`src/common/bac_pkg.sv`:
```
// package for the baseband acquisition configuration bank
package bac_pkg;

	localparam int BAC_DATA_W = 32;
	localparam int BAC_ADDR_W = 9;
	localparam int BAC_REG_W = 8;
	localparam int BAC_NUM_REGS = 11;
	localparam int BAC_SLOT_W = 4;

	// printed offsets are register indices; byte address is four times the index
	localparam logic [7:0] BAC_IDX_TONE_THR = 8'h4a;
	localparam logic [7:0] BAC_IDX_SNR_ONE = 8'h4c;
	localparam logic [7:0] BAC_IDX_SNR_TWO = 8'h4e;
	localparam logic [7:0] BAC_IDX_DC_THR = 8'h50;
	localparam logic [7:0] BAC_IDX_PRE_LEAD = 8'h52;
	localparam logic [7:0] BAC_IDX_PRE_LAG = 8'h54;
	localparam logic [7:0] BAC_IDX_PAY_LEAD = 8'h56;
	localparam logic [7:0] BAC_IDX_PAY_LAG = 8'h58;
	localparam logic [7:0] BAC_IDX_FAR_TARGET = 8'h5a;
	localparam logic [7:0] BAC_IDX_ACQ_TIMELINE = 8'h5c;
	localparam logic [7:0] BAC_IDX_ACQ_THR = 8'h5e;
	localparam logic [7:0] BAC_IDX_STEP = 8'h02;

	// slot numbers in the storage array
	localparam logic [3:0] BAC_SLOT_TONE_THR = 4'h0;
	localparam logic [3:0] BAC_SLOT_SNR_ONE = 4'h1;
	localparam logic [3:0] BAC_SLOT_SNR_TWO = 4'h2;
	localparam logic [3:0] BAC_SLOT_DC_THR = 4'h3;
	localparam logic [3:0] BAC_SLOT_PRE_LEAD = 4'h4;
	localparam logic [3:0] BAC_SLOT_PRE_LAG = 4'h5;
	localparam logic [3:0] BAC_SLOT_PAY_LEAD = 4'h6;
	localparam logic [3:0] BAC_SLOT_PAY_LAG = 4'h7;
	localparam logic [3:0] BAC_SLOT_FAR_TARGET = 4'h8;
	localparam logic [3:0] BAC_SLOT_ACQ_TIMELINE = 4'h9;
	localparam logic [3:0] BAC_SLOT_ACQ_THR = 4'ha;

	localparam logic [7:0] BAC_REG_RESET = 8'h00;

	// field positions
	localparam int BAC_BIT_FORCE_DEFAULT = 6;
	localparam int BAC_BIT_FORCE_CALC = 5;
	localparam int BAC_TONE_THR_MSB = 4;
	localparam int BAC_SNR_ONE_MSB = 3;
	localparam int BAC_SNR_TWO_MSB = 4;
	localparam int BAC_SIX_MSB = 5;
	localparam int BAC_BIT_LONG_DISABLE = 7;
	localparam int BAC_BIT_DIV_METRIC = 6;
	localparam int BAC_BIT_FAR_DISABLE = 7;
	localparam int BAC_BIT_ED_AND_SQ = 6;

	// false alarm target: rate = n * 32 / 2^16, counted over a window of 2^16 samples
	localparam int BAC_FAR_SCALE_SHIFT = 5;
	localparam int BAC_FAR_WINDOW = 65536;
	localparam int BAC_FAR_CNT_W = 17;
	localparam logic [5:0] BAC_SQ_THR_MAX = 6'h3f;
	localparam logic [5:0] BAC_SQ_THR_MIN = 6'h00;
	localparam logic [5:0] BAC_SQ_THR_STEP = 6'h01;

	typedef struct packed {
		logic read;
		logic write;
		logic [BAC_ADDR_W-1:0] address;
		logic [BAC_DATA_W-1:0] writedata;
	} bac_avm_req_t;

	typedef struct packed {
		logic [7:0] rssi;
		logic [7:0] measured_noise_level;
		logic tone_interferer_present;
		logic delay_spread_low;
		logic [7:0] energy_detection_threshold;
		logic sample_valid;
		logic [5:0] signal_quality_metric;
		logic false_alarm;
	} bac_rx_in_t;

	typedef struct packed {
		logic use_default_weights;
		logic dc_offset_comp_enable;
		logic energy_detection;
		logic acquisition_detect;
		logic [5:0] sq1_threshold_live;
		logic [5:0] sq1_threshold_verify;
		logic long_preamble_disable;
		logic diversity_metric_rssi;
		logic [5:0] preamble_lead;
		logic [5:0] preamble_lag;
		logic [5:0] payload_lead;
		logic [5:0] payload_lag;
	} bac_ctrl_out_t;

endpackage : bac_pkg

```
`src/rtl/bac_config_bank.sv`:
```
// baseband acquisition configuration bank with its control decisions
`timescale 1ns/1ps
`default_nettype none
module bac_config_bank #(
	parameter int FAR_WINDOW = bac_pkg::BAC_FAR_WINDOW
) (
	input wire logic clk,
	input wire logic nrst,
	input wire bac_pkg::bac_avm_req_t avm_req,
	output logic [bac_pkg::BAC_DATA_W-1:0] avm_readdata,
	output logic avm_waitrequest,
	input wire bac_pkg::bac_rx_in_t rx_in,
	output bac_pkg::bac_ctrl_out_t ctrl_out
);
	import bac_pkg::*;

	logic [BAC_REG_W-1:0] regs_r [BAC_NUM_REGS];
	logic wait_r;
	logic [BAC_DATA_W-1:0] rdata_r;
	logic use_default_r;
	logic dc_comp_r;
	logic ed_r;
	logic acq_r;
	logic [5:0] sq_thr_r;
	logic [BAC_FAR_CNT_W-1:0] win_cnt_r;
	logic [BAC_FAR_CNT_W-1:0] alarm_cnt_r;
	logic req;
	logic hit;
	logic [BAC_SLOT_W-1:0] slot;
	logic wr_en;
	logic [BAC_FAR_CNT_W-1:0] far_target;
	logic win_end;
	logic [7:0] tone_thr;
	logic [7:0] snr_one_thr;
	logic [7:0] snr_two_thr;
	logic [7:0] dc_thr;
	logic tone_low;
	logic snr_one_low;
	logic snr_two_low;
	logic normal_default;

	// address to slot decode
	function automatic logic [BAC_SLOT_W:0] bac_decode(input logic [BAC_ADDR_W-1:0] addr);
		logic [7:0] idx;
		logic [7:0] rel;
		bac_decode = {1'b0, BAC_SLOT_TONE_THR};
		idx = {1'b0, addr[BAC_ADDR_W-1:2]};
		rel = idx - BAC_IDX_TONE_THR;
		if (addr[1:0] == 2'b00 && idx >= BAC_IDX_TONE_THR && idx <= BAC_IDX_ACQ_THR
				&& rel[0] == 1'b0) begin
			bac_decode = {1'b1, rel[BAC_SLOT_W:1]};
		end
	endfunction : bac_decode

	// strength above threshold plus noise level
	function automatic logic bac_above(input logic [7:0] rssi, input logic [7:0] thr,
			input logic [7:0] noise);
		bac_above = {1'b0, rssi} > ({1'b0, thr} + {1'b0, noise});
	endfunction : bac_above

	// strength strictly below threshold plus noise level, no wrap of the sum
	function automatic logic bac_below(input logic [7:0] rssi, input logic [7:0] thr,
			input logic [7:0] noise);
		bac_below = {1'b0, rssi} < ({1'b0, thr} + {1'b0, noise});
	endfunction : bac_below

	// threshold fields widened to the strength scale
	assign tone_thr = {3'b000, regs_r[BAC_SLOT_TONE_THR][BAC_TONE_THR_MSB:0]};
	assign snr_one_thr = {4'h0, regs_r[BAC_SLOT_SNR_ONE][BAC_SNR_ONE_MSB:0]};
	assign snr_two_thr = {3'b000, regs_r[BAC_SLOT_SNR_TWO][BAC_SNR_TWO_MSB:0]};
	assign dc_thr = {2'b00, regs_r[BAC_SLOT_DC_THR][BAC_SIX_MSB:0]};

	// normal weight choice when no force bit is set
	assign tone_low = bac_below(rx_in.rssi, tone_thr, rx_in.measured_noise_level);
	assign snr_one_low = bac_below(rx_in.rssi, snr_one_thr, rx_in.measured_noise_level);
	assign snr_two_low = bac_below(rx_in.rssi, snr_two_thr, rx_in.measured_noise_level);
	assign normal_default = (rx_in.tone_interferer_present && tone_low) ||
		(!rx_in.tone_interferer_present && snr_one_low) ||
		(!rx_in.tone_interferer_present && rx_in.delay_spread_low && snr_two_low);

	assign req = avm_req.read | avm_req.write;
	assign {hit, slot} = bac_decode(avm_req.address);
	assign wr_en = avm_req.write & ~wait_r & hit;

	// waitrequest: high at rest, low for one cycle once a request is seen
	always_ff @(posedge clk or negedge nrst) begin
		if (!nrst) begin
			wait_r <= 1'b1;
		end else if (req && wait_r) begin
			wait_r <= 1'b0;
		end else begin
			wait_r <= 1'b1;
		end
	end

	// read data captured in the cycle before the answer; unmapped reads zero
	always_ff @(posedge clk or negedge nrst) begin
		if (!nrst) begin
			rdata_r <= '0;
		end else if (avm_req.read && wait_r && hit) begin
			rdata_r <= {{(BAC_DATA_W-BAC_REG_W){1'b0}}, regs_r[slot]};
		end else if (avm_req.read && wait_r) begin
			rdata_r <= '0;
		end
	end

	// register storage, all bits stored and read back
	always_ff @(posedge clk or negedge nrst) begin
		if (!nrst) begin
			for (int i = 0; i < BAC_NUM_REGS; i++) begin
				regs_r[i] <= BAC_REG_RESET;
			end
		end else if (wr_en) begin
			regs_r[slot] <= avm_req.writedata[BAC_REG_W-1:0];
		end
	end

	// multipath_filter weight selection
	always_ff @(posedge clk or negedge nrst) begin
		if (!nrst) begin
			use_default_r <= 1'b1;
		end else if (regs_r[BAC_SLOT_TONE_THR][BAC_BIT_FORCE_DEFAULT]) begin
			use_default_r <= 1'b1;
		end else if (regs_r[BAC_SLOT_TONE_THR][BAC_BIT_FORCE_CALC]) begin
			use_default_r <= 1'b0;
		end else begin
			use_default_r <= normal_default;
		end
	end

	// dc offset compensation gate
	always_ff @(posedge clk or negedge nrst) begin
		if (!nrst) begin
			dc_comp_r <= 1'b0;
		end else begin
			dc_comp_r <= bac_above(rx_in.rssi, dc_thr, rx_in.measured_noise_level);
		end
	end

	// energy_detection
	always_ff @(posedge clk or negedge nrst) begin
		if (!nrst) begin
			ed_r <= 1'b0;
		end else begin
			ed_r <= rx_in.rssi > rx_in.energy_detection_threshold;
		end
	end

	// acquisition criterion against live first threshold
	always_ff @(posedge clk or negedge nrst) begin
		if (!nrst) begin
			acq_r <= 1'b0;
		end else begin
			acq_r <= rx_in.sample_valid && rx_in.signal_quality_metric >= sq_thr_r &&
				(!regs_r[BAC_SLOT_ACQ_THR][BAC_BIT_ED_AND_SQ] || ed_r);
		end
	end

	// false_alarm_rate window: target is n*32 alarms per window
	assign far_target = BAC_FAR_CNT_W'(regs_r[BAC_SLOT_FAR_TARGET]) << BAC_FAR_SCALE_SHIFT;
	assign win_end = rx_in.sample_valid && win_cnt_r == BAC_FAR_CNT_W'(FAR_WINDOW - 1);

	always_ff @(posedge clk or negedge nrst) begin
		if (!nrst) begin
			win_cnt_r <= '0;
		end else if (regs_r[BAC_SLOT_ACQ_THR][BAC_BIT_FAR_DISABLE] || win_end) begin
			win_cnt_r <= '0;
		end else if (rx_in.sample_valid) begin
			win_cnt_r <= win_cnt_r + 1'b1;
		end
	end

	always_ff @(posedge clk or negedge nrst) begin
		if (!nrst) begin
			alarm_cnt_r <= '0;
		end else if (regs_r[BAC_SLOT_ACQ_THR][BAC_BIT_FAR_DISABLE] || win_end) begin
			alarm_cnt_r <= '0;
		end else if (rx_in.false_alarm && alarm_cnt_r != '1) begin
			alarm_cnt_r <= alarm_cnt_r + 1'b1;
		end
	end

	// live first threshold: loaded from the bus word on a write, since the register
	// itself only updates at that edge; fixed when disabled, adapted per window
	always_ff @(posedge clk or negedge nrst) begin
		if (!nrst) begin
			sq_thr_r <= BAC_SQ_THR_MIN;
		end else if (wr_en && slot == BAC_SLOT_ACQ_THR) begin
			sq_thr_r <= avm_req.writedata[BAC_SIX_MSB:0];
		end else if (regs_r[BAC_SLOT_ACQ_THR][BAC_BIT_FAR_DISABLE]) begin
			sq_thr_r <= regs_r[BAC_SLOT_ACQ_THR][BAC_SIX_MSB:0];
		end else if (win_end) begin
			if (alarm_cnt_r > far_target && sq_thr_r != BAC_SQ_THR_MAX) begin
				sq_thr_r <= sq_thr_r + BAC_SQ_THR_STEP;
			end else if (alarm_cnt_r < far_target && sq_thr_r != BAC_SQ_THR_MIN) begin
				sq_thr_r <= sq_thr_r - BAC_SQ_THR_STEP;
			end
		end
	end

	assign avm_waitrequest = wait_r;
	assign avm_readdata = rdata_r;
	// one driver for the whole control word
	assign ctrl_out = '{
		use_default_weights: use_default_r,
		dc_offset_comp_enable: dc_comp_r,
		energy_detection: ed_r,
		acquisition_detect: acq_r,
		sq1_threshold_live: sq_thr_r,
		sq1_threshold_verify: regs_r[BAC_SLOT_ACQ_TIMELINE][BAC_SIX_MSB:0],
		long_preamble_disable: regs_r[BAC_SLOT_ACQ_TIMELINE][BAC_BIT_LONG_DISABLE],
		diversity_metric_rssi: regs_r[BAC_SLOT_ACQ_TIMELINE][BAC_BIT_DIV_METRIC],
		preamble_lead: regs_r[BAC_SLOT_PRE_LEAD][BAC_SIX_MSB:0],
		preamble_lag: regs_r[BAC_SLOT_PRE_LAG][BAC_SIX_MSB:0],
		payload_lead: regs_r[BAC_SLOT_PAY_LEAD][BAC_SIX_MSB:0],
		payload_lag: regs_r[BAC_SLOT_PAY_LAG][BAC_SIX_MSB:0]
	};

endmodule : bac_config_bank
`default_nettype wire

```
`config.mk`:
```
export PLATFORM = sky130hd
export DESIGN_NAME = bac_config_bank
export DESIGN_NICKNAME = d
export VERILOG_FILES = /design/src/common/bac_pkg.sv /design/src/rtl/bac_config_bank.sv
export SDC_FILE = /design/constraint.sdc
export NUM_CORES = 1
export LEC_CHECK = 0
export ABC_CLOCK_PERIOD_IN_PS = 3500
export BUFFER_PORTS_ARGS = -buffer_cell sky130_fd_sc_hd__buf_2
export CELL_PAD_IN_SITES_DETAIL_PLACEMENT = 1
export CELL_PAD_IN_SITES_GLOBAL_PLACEMENT = 1
export CORE_AREA = 2 2 149 151
export CTS_CLUSTER_DIAMETER = 40
export DETAILED_ROUTE_END_ITERATION = 10
export DIE_AREA = 0 0 151 153
export GPL_ROUTABILITY_DRIVEN = 0
export PLACE_DENSITY = 0.83
export SYNTH_ARGS = -nofsm -noshare
export SYNTH_HDL_FRONTEND = slang
export SYNTH_SLANG_ARGS = --single-unit
```
`constraint.sdc`:
```
create_clock -name clk -period 3.5 [get_ports clk]
set_clock_uncertainty 0.15 [all_clocks]
set_input_delay 0 -clock clk [delete_from_list [all_inputs] [get_ports clk]]
set_output_delay 0 -clock clk [all_outputs]
set_load 0.02 [all_outputs]
```
== After elaboration in Yosys (flattened, before gate mapping) ==
Cells that the tools add are included.
Cells by class
  equality and inequality tests: 4
  add/subtract/negate cells: 9
  muxes and demuxes: 21
  magnitude comparators: 12
  reductions and logical operators: 32
  bitwise operators: 6
Operators with widths (number)
  $bwmux W88: 1
  $mux W17: 4
  $mux W32: 2
  $add A17 B1 Y17 const B: 2
  $bmux W8 S4: 1
  $demux W8 S4: 1
  $mux W6: 5
  $lt A8 B9 Y1: 3
  $mux W8: 3
  $add A5 B8 Y9: 2
  $logic_and A1 B1 Y1: 18
  $eq A17 B16 Y1 const B: 1
  $gt A17 B13 Y1: 1
  $lt A17 B13 Y1: 1
  $ne A17 B17 Y1 const B: 1
  $add A4 B8 Y9: 1
  $add A6 B8 Y9: 1
  $gt A8 B9 Y1: 1
  $gt A8 B8 Y1: 1
  $ge A7 B7 Y1 const B: 1
  $le A7 B7 Y1 const B: 1
  $add A6 B1 Y6 const B: 1
  $ge A6 B6 Y1: 1
  $ne A6 B6 Y1 const B: 1
  other kinds (19): 29
Word-level totals
  input bits: 79
  word-level logic and storage cells: 104
  register bits after elaboration: 165

== Depth between registers and ports, before layout ==
Gate-level depths: netlist (run 1).
  depth in word-level cells: 11
  mapped depth: 14
  depth with buffers taken out: 14

== Least setup slack after synthesis (run 1) ==
Ideal clock, no wire load.
  path type: register -> register
  start: register alarm_cnt_r[12]
  end: register sq_thr_r[5]
  library setup time: 0.118 ns
  cell stages (with the launch flop): 13
  setup slack: 0.579 ns
  arrival: 2.653 ns
  cells stage by stage: dfrtp_1 > ha_1 > and4_1 > a211oi_1 > o211a_1 > nand2b_1 > ha_1 > a21o_1 > a21oi_1 > o21bai_1 > a21oi_1 > xnor2_1 > a21o_1
Between the ends
  word-level cells in the longest chain between the ends: 6
  elaborated cells on any way between the ends: 10
RTL lines
  from (decl): RTL line bac_config_bank.sv:26  | logic [BAC_FAR_CNT_W-1:0] alarm_cnt_r;
  from (signal assigned): RTL line bac_config_bank.sv:179  | alarm_cnt_r <= alarm_cnt_r + 1'b1;
  $gt A17 B13 Y1: RTL line bac_config_bank.sv:193  | if (alarm_cnt_r > far_target && sq_thr_r != BAC_SQ_THR_MAX) begin
  $logic_and A1 B1 Y1: RTL line bac_config_bank.sv:193
  $mux W6: RTL line bac_config_bank.sv:193
  $mux W6: RTL line bac_config_bank.sv:192  | end else if (win_end) begin
  $mux W6: RTL line bac_config_bank.sv:190  | end else if (regs_r[BAC_SLOT_ACQ_THR][BAC_BIT_FAR_DISABLE]) begin
  $mux W6: RTL line bac_config_bank.sv:188  | end else if (wr_en && slot == BAC_SLOT_ACQ_THR) begin
  to (signal assigned): RTL line bac_config_bank.sv:189  | sq_thr_r <= avm_req.writedata[BAC_SIX_MSB:0];
  to (signal assigned): RTL line bac_config_bank.sv:191  | sq_thr_r <= regs_r[BAC_SLOT_ACQ_THR][BAC_SIX_MSB:0];
  to (signal assigned): RTL line bac_config_bank.sv:194  | sq_thr_r <= sq_thr_r + BAC_SQ_THR_STEP;
  to (decl): RTL line bac_config_bank.sv:24  | logic [5:0] sq_thr_r;
Several ways; a longest one is shown, not always the timed one. The select of a mux whose other input is x is not followed.
A chain may end at the register's enable or synchronous reset.

== Worst setup path in the final report (run 1) ==
  start: register alarm_cnt_r[16]
  end: register sq_thr_r[5]
The elaborated chain is that of the path after synthesis.

==> flow_summary.json, run 1 <==
{
  "synth-main-ff-cell": "dfrtp_1",
  "start_kind": "register",
  "r2r_setup_slack_ns": 0.25,
  "hold_viol_final": 0,
  "ir_drop_mv": 0.3544,
  "setup_viol": 0,
  "postSynthAreaPerCell_sq_um": 10.16,
  "clockBufferDepth": 2,
  "reg2reg_to": "sq_thr_r[5]$_DFFE_PN0P_",
  "r2r_start": "alarm_cnt_r[16]$_DFFE_PN0P_",
  "seq_area_frac_synth_pct": 36.83,
  "cts.sinks": 141,
  "num_io_pins": 154,
  "grt_overflow": 0,
  "wl_met1_um": 11830,
  "die_area_sq_um": 23100,
  "antenna_cells": 0,
  "core_area_sq_um": 21490,
  "cts_setup_buffers": 0,
  "ys_warn_count": 0,
  "yosysMostFrequentCell": "dfrtp_1",
  "synthTopCellsByArea": "dfrtp_1 (36%), ha_1 (11%), mux2_2 (9.5%), buf_4 (5.1%), xor2_1 (2.8%)",
  "nets": 1198,
  "clock_latency_ns": 0.43,
  "p_leak_nw": 5.498,
  "place_area_sq_um": 10020,
  "synth_top_cell_by_area": "dfrtp_1",
  "die_y_um": 153,
  "synth_area_sq_um": 9588,
  "grt_pass1_vias": 8156,
  "areaGrowthSynthToFinish_pct": 13.58,
  "async_reset_ff_share_pct": 100.0,
  "grt_use_total_pct": 24.68,
  "worst_setup_path_end_kind": "register",
  "synth-edff-count": 0,
  "worst-path-max-fanout": 6,
  "cap_violations": 0,
  "row_count": 54,
  "wl_per_cell_um": 20.83,
  "synth_commonest_cells": "dfrtp_1 (139), ha_1 (82), mux2_2 (81), nor2_1 (69), buf_4 (65)",
  "synthCells": 944,
  "wl_met2_um": 13650,
  "setup_tns_ns": 0,
  "clk_pin_slew_worst_paths_ns": 0.07,
  "htreeDepth": 4,
  "slew_viol_final": 0,
  "yosysTopAreaCellShare_pct": 36.28,
  "antenna_found_initial": 0,
  "period_needed_ns": 3.247,
  "status": "finished, final reports clean",
  "die_w_um": 151,
  "drc": 0,
  "maxSlewHeadroom_pct": 47.66,
  "fillers": 2401,
  "layout-drive-gt1-share_pct": 25.17,
  "cts_buffers": 17,
  "path_class": "register to register",
  "worst_pin_slew_ns": 0.7850,
  "start_util_pct": 44.62,
  "hold_path.class": "input pin to async pin",
  "register_area_sq_um": 3531,
  "totalWireLength_um": 27600,
  "met3WireLength_um": 1447,
  "multi_input_area_sq_um": 5334,
  "synthDistinctLibCells": 74,
  "grt_max_degree": 81,
  "worst-r2r-cell-count": 11,
  "power_per_cell_area_nw_per_um2": 432.0,
  "rsz0062_at_grt": "no",
  "dr_total_vias": 7515,
  "postRouteAntennaNets": 0,
  "io_buffer_count": 105,
  "drt_first_pass_iters": 5,
  "max_freq_mhz": 308.0,
  "fin_crit_sh_pct": 92.77,
  "drtIter0Drc": 406,
  "ys_ff_latch": 141,
  "grt_pass1_wl_um": 44000,
  "routed.top_layer": "met4",
  "finalInstanceArea_sq_um": 10890,
  "critPathArrivalTime_ns": 3.43,
  "place_hpwl_um": 19350,
  "cts_tree": "done",
  "cts-root-buf": "clkbuf_16",
  "via_per_inst": 5.672,
  "cp.required_ns": 3.68
}
-- sequential cells by signal (all words and copies together), names as in the netlist, 6 cells and up --
signal / cells
sq_thr_r: 6
dc_thr: 6
win_cnt_r: 17
far_target: 8
ctrl_out: 32
avm_readdata: 8
regs_r: 42
alarm_cnt_r: 17
-- kinds of logic after synthesis --
group                    after synthesis  share of synthesized area [%]
adder cells (fa/ha/maj)               87                          11.74
flip-flops                           141                          36.83
AO/OA/AOI/OAI                        165                          11.04
other                                  1                        0.03911
multiplexers                         105                          13.06
buffers and inverters                144                          8.560
AND/OR/NAND/NOR                      242                          13.26
XOR/XNOR                              59                          5.468
-- through the flow --
stage / instances / power [mW] / hold slack (ns) / setup slack, ns / util, %
2_1_floorplan: 967 / 2.557 / -0.4456 / 0.5787 / -
3_3_place_gp: 1266 / 2.779 / -0.05292 / 0.3233 / 46.64
3_5_place_dp: 1266 / 2.852 / -0.04511 / 0.2737 / 46.64
4_1_cts: 1325 / 4.734 / 0.04813 / 0.2089 / 50.65
5_1_grt: 1325 / 4.933 / 0.1176 / 0.02608 / 50.69
6_report: 1325 / 4.705 / 0.003581 / 0.2531 / 50.69
-- cells in the final DEF, fill, tap and decap left out, types with 11 or more instances in the layout --
cell,count
buf_4,13
ha_1,81
conb_1,24
a21oi_1,45
nor2b_1,11
nand2b_1,18
or3_1,11
buf_2,104
nand3_1,19
xor2_1,31
a21o_1,22
mux2_2,81
nand2_1,53
nor2_1,69
clkbuf_16,17
inv_1,43
xnor2_1,27
nand4_1,11
dfrtp_1,139
mux2i_1,16
dlygate4sd3_1,27
o21ai_0,37
-- layout make-up --
type,instances,area share [%]
Timing Repair Buffer,146,8.444
Sequential cell,141,32.42
Tap cell,280,3.217
Multi-Input combinational cell,682,48.98
Clock inverter,15,1.517
Clock buffer,17,3.906
Inverter,44,1.517
-- critical path, cell delays in order (launching register included) --
cell      delay [ns]
dfrtp_1         0.40
or4_1           0.62
a211oi_2        0.29
o211a_1         0.20
nand2b_1        0.30
ha_1            0.30
a21o_1          0.15
a21oi_1         0.20
o21bai_1        0.09
a21oi_1         0.18
xnor2_1         0.10
a21o_1          0.15
-- what timing repair did --
action | 4_1_cts | 5_1_grt
gates resized for setup | 0 | 2
hold buffers | 27 | 0
hold endpoints to repair | 185 | 0
setup endpoints to repair | 0 | 2
-- metal layers --
metal,vias to the layer above,GRT usage (%)
li1,3415,-
met1,3824,31.54
met2,225,41.99
met3,51,4.388
met4,0,8.500
met5,-,0
-- worst max-delay path by stage --
stage / start / endpoint / slack, ns
5_1_grt: alarm_cnt_r[12]$_DFFE_PN0P_ / sq_thr_r[4]$_DFFE_PN0P_ / 0.03
2_1_floorplan: alarm_cnt_r[12]$_DFFE_PN0P_ / sq_thr_r[5]$_DFFE_PN0P_ / 0.58
6_report: alarm_cnt_r[16]$_DFFE_PN0P_ / sq_thr_r[5]$_DFFE_PN0P_ / 0.25
4_1_cts: alarm_cnt_r[16]$_DFFE_PN0P_ / sq_thr_r[5]$_DFFE_PN0P_ / 0.21
3_5_place_dp: alarm_cnt_r[16]$_DFFE_PN0P_ / sq_thr_r[5]$_DFFE_PN0P_ / 0.27
3_3_place_gp: alarm_cnt_r[16]$_DFFE_PN0P_ / sq_thr_r[5]$_DFFE_PN0P_ / 0.32
-- power by group --
group	switching (mW)	internal (mW)
combinational	0.563	0.404
sequential	0.146	1.75
clock	0.784	1.06
total	1.49	3.21
No activity file was read; power rests on OpenSTA's default activity.
==> inputs of run 2 (changes only) <==
Settings changed: ABC_CLOCK_PERIOD_IN_PS 3500 to 3900, CORE_AREA 2 2 149 151 to 2 2 145 147, DIE_AREA 0 0 151 153 to 0 0 147 149, HOLD_SLACK_MARGIN set to 0.1, PLACE_DENSITY 0.83 to 0.87.
Clock period 3.5 ns to 3.9 ns, I/O delays scaled along.
==> run 2 against run 1 <==
Final area is 0.23% higher. Non-clock buffer count rose by 2. Sequential power fell by 11%. Largest cell class unchanged. Critical path type unchanged. Sequential share of layout area is 0.075 points lower. Global-route usage rose by 2.0 points. Maximum frequency decreased by 13%. Worst setup slack lost 0.085 ns. Worst hold slack improved by 0.055 ns. Register-to-register slack got worse by 0.08 ns. Routed wire length up 1.6%. Core utilization grew 2.4 points.
==> flow_summary.json, run 2 (synthesis gave the netlist of run 1 again) <==
{
  "hold_path.class": "input pin to async pin",
  "layout.cells.most_common": "dfrtp_1",
  "largest_reg_flops": 42,
  "r2r_setup_slack_ns": 0.17,
  "cap_violations": 0,
  "die_area_sq_um": 21900,
  "cts-root-buf": "clkbuf_16",
  "grt_overflow": 0,
  "max_freq_mhz": 268.0,
  "finalWorstSetupSlack_ns": 0.1682,
  "cts_tree": "done",
  "clk_pin_slew_worst_paths_ns": 0.06,
  "cp.required_ns": 4.10,
  "slowest_delay_ns": 0.57,
  "power_per_cell_area_nw_per_um2": 390.0,
  "drc": 0,
  "htreeDepth": 4,
  "ir_drop_mv": 0.3237,
  "pre_cts_slack_ns": 0.5144,
  "grt_pass1_vias": 8464,
  "pwr-share-seq_pct": 39.8,
  "status": "finished, final reports clean",
  "slew_viol_final": 0,
  "grt_max_degree": 92,
  "wl_per_cell_um": 21.20,
  "worst_pin_slew_ns": 0.8860,
  "top_register": "regs_r",
  "final_cell_mix": "dfrtp_1 (139), buf_2 (104), mux2_2 (81), ha_1 (81), nor2_1 (69)",
  "drtIter0Drc": 455,
  "cts_buffers": 17,
  "postRouteAntennaNets": 0,
  "power.share.switching_pct": 31.68,
  "critPathArrivalTime_ns": 3.93,
  "cts.sinks": 141,
  "worst-path-max-fanout": 4,
  "period_needed_ns": 3.732,
  "row_count": 53,
  "antenna_found_initial": 0,
  "antenna_cells": 0,
  "grt_use_total_pct": 26.70,
  "cts_setup_buffers": 0,
  "via_per_inst": 5.768,
  "crit_top_cell": "a21oi_2",
  "start_util_pct": 46.64,
  "fin_hold_ws_ns": 0.05867,
  "pwr-share-clk_pct": 39.5,
  "drt_first_pass_iters": 6,
  "die_w_um": 147,
  "setup_viol": 0,
  "place_hpwl_um": 19100,
  "fillers": 2301,
  "crit_chain": "ha_1 -> a21o_1 -> a21oi_2 -> o21bai_1 -> a21oi_2 -> xor2_1 -> ha_1 -> a21oi_2 -> nand2_1 -> nand2_1 -> a31oi_1 -> o21ai_1 -> nand3b_1 -> dlygate4sd3_1 -> a31oi_1",
  "clock_latency_ns": 0.43,
  "num_io_pins": 154,
  "worst_setup_path_end_kind": "register",
  "fin_crit_sh_pct": 95.69,
  "totalWireLength_um": 28030,
  "setup_tns_ns": 0,
  "rsz0062_at_grt": "no",
  "areaGrowthSynthToFinish_pct": 13.85,
  "layout-drive-gt1-share_pct": 25.02,
  "dr_total_vias": 7625,
  "io_buffer_count": 105,
  "clockBufferDepth": 2,
  "path_class": "register to register",
  "maxSlewHeadroom_pct": 40.93,
  "p_sw_mw": 1.349,
  "grt_pass1_wl_um": 45790,
  "start_kind": "register",
  "nets": 1200,
  "p_leak_nw": 5.502,
  "combinationalPowerShare_pct": 20.7,
  "hold_viol_final": 0,
  "internal-power_mw": 2.908,
  "die_y_um": 149,
  "core_area_sq_um": 20560,
  "critPathSlowestCell": "dlygate4sd3_1"
}
run 2: changes by cell type in the layout (fill, tap and decap cells not counted), sizes merged:
cell | previous run | this run
dlygate4sd3 | 27 | 32
buf | 119 | 116
clkinv | 9 | 7
clkbuf | 17 | 18
inv | 46 | 47
run 2: layout make-up:
type / count / area (sq um) / share of cell area (%)
flip-flops and latches: 141 / 3531 / 32.35
clock buffers: 18 / 439.2 / 4.023
repair buffers: 148 / 934.6 / 8.563
multi-input cells: 682 / 5340 / 48.92
clock inverters: 14 / 161.4 / 1.479
well taps: 275 / 344.1 / 3.152
inverters: 44 / 165.2 / 1.513
run 2: per-layer routing:
metal	share of wire, %	global-route usage [%]	vias to the layer above
met1	42	33.10	3861
met4	2.4	9.615	0
li1	-	-	3438
met2	50	46.24	269
met3	5.3	5.719	57
met5	0	0	-
run 2: worst paths after layout:
path	start	endpoint	depth (start not counted)
setup / recovery	regs_r[65]$_DFFE_PN0P_	use_default_r$_DFF_PN1_	15
hold / removal	nrst	alarm_cnt_r[1]$_DFFE_PN0P_	2
setup reg to reg	regs_r[65]$_DFFE_PN0P_	use_default_r$_DFF_PN1_	15
hold reg to reg	regs_r[69]$_DFFE_PN0P_	regs_r[69]$_DFFE_PN0P_	1
max in group asynchronous	nrst	regs_r[6]$_DFFE_PN0P_	3
min in group clk	avm_req[38]	avm_readdata[7]$_DFFE_PN0P_	5
run 2: what timing repair did:
item	CTS	global route
resized for setup	0	6
hold buffers	32	0
endpoints found under the hold margin	209	0
endpoints found under the setup margin	0	1
run 2: power groups by stage:
| stage | logic, mW | registers [mW] | clock network [mW] |
|---|---|---|---|
| global route | 0.987 | 1.71 | 1.76 |
| finish | 0.880 | 1.69 | 1.68 |
| floorplan | 0.594 | 1.70 | 0 |
| global placement | 0.781 | 1.71 | 0 |
| detailed placement | 0.830 | 1.71 | 0 |
| CTS | 0.869 | 1.69 | 1.70 |
run 2: through the flow:
step                std cells  instance area, sq um  total power [mW]  utilization (%)
floorplan                 967                  9674             2.295                -
global placement         1258                  9980             2.489            48.55
detailed placement       1258                  9980             2.543            48.55
CTS                      1322                 10900             4.257            53.03
global route             1322                 10920             4.457            53.10
finish                   1322                 10920             4.257            53.10
run 2: critical path: cells and delay by family (launching register included):
family                   cells  cell delay, ns
AO/OA/AOI/OAI                8            1.39
XOR/XNOR                     1            0.19
adder cells (fa/ha/maj)      2            0.60
buffers and inverters        1            0.57
flip-flops                   1            0.45
AND/OR/NAND/NOR              3            0.31
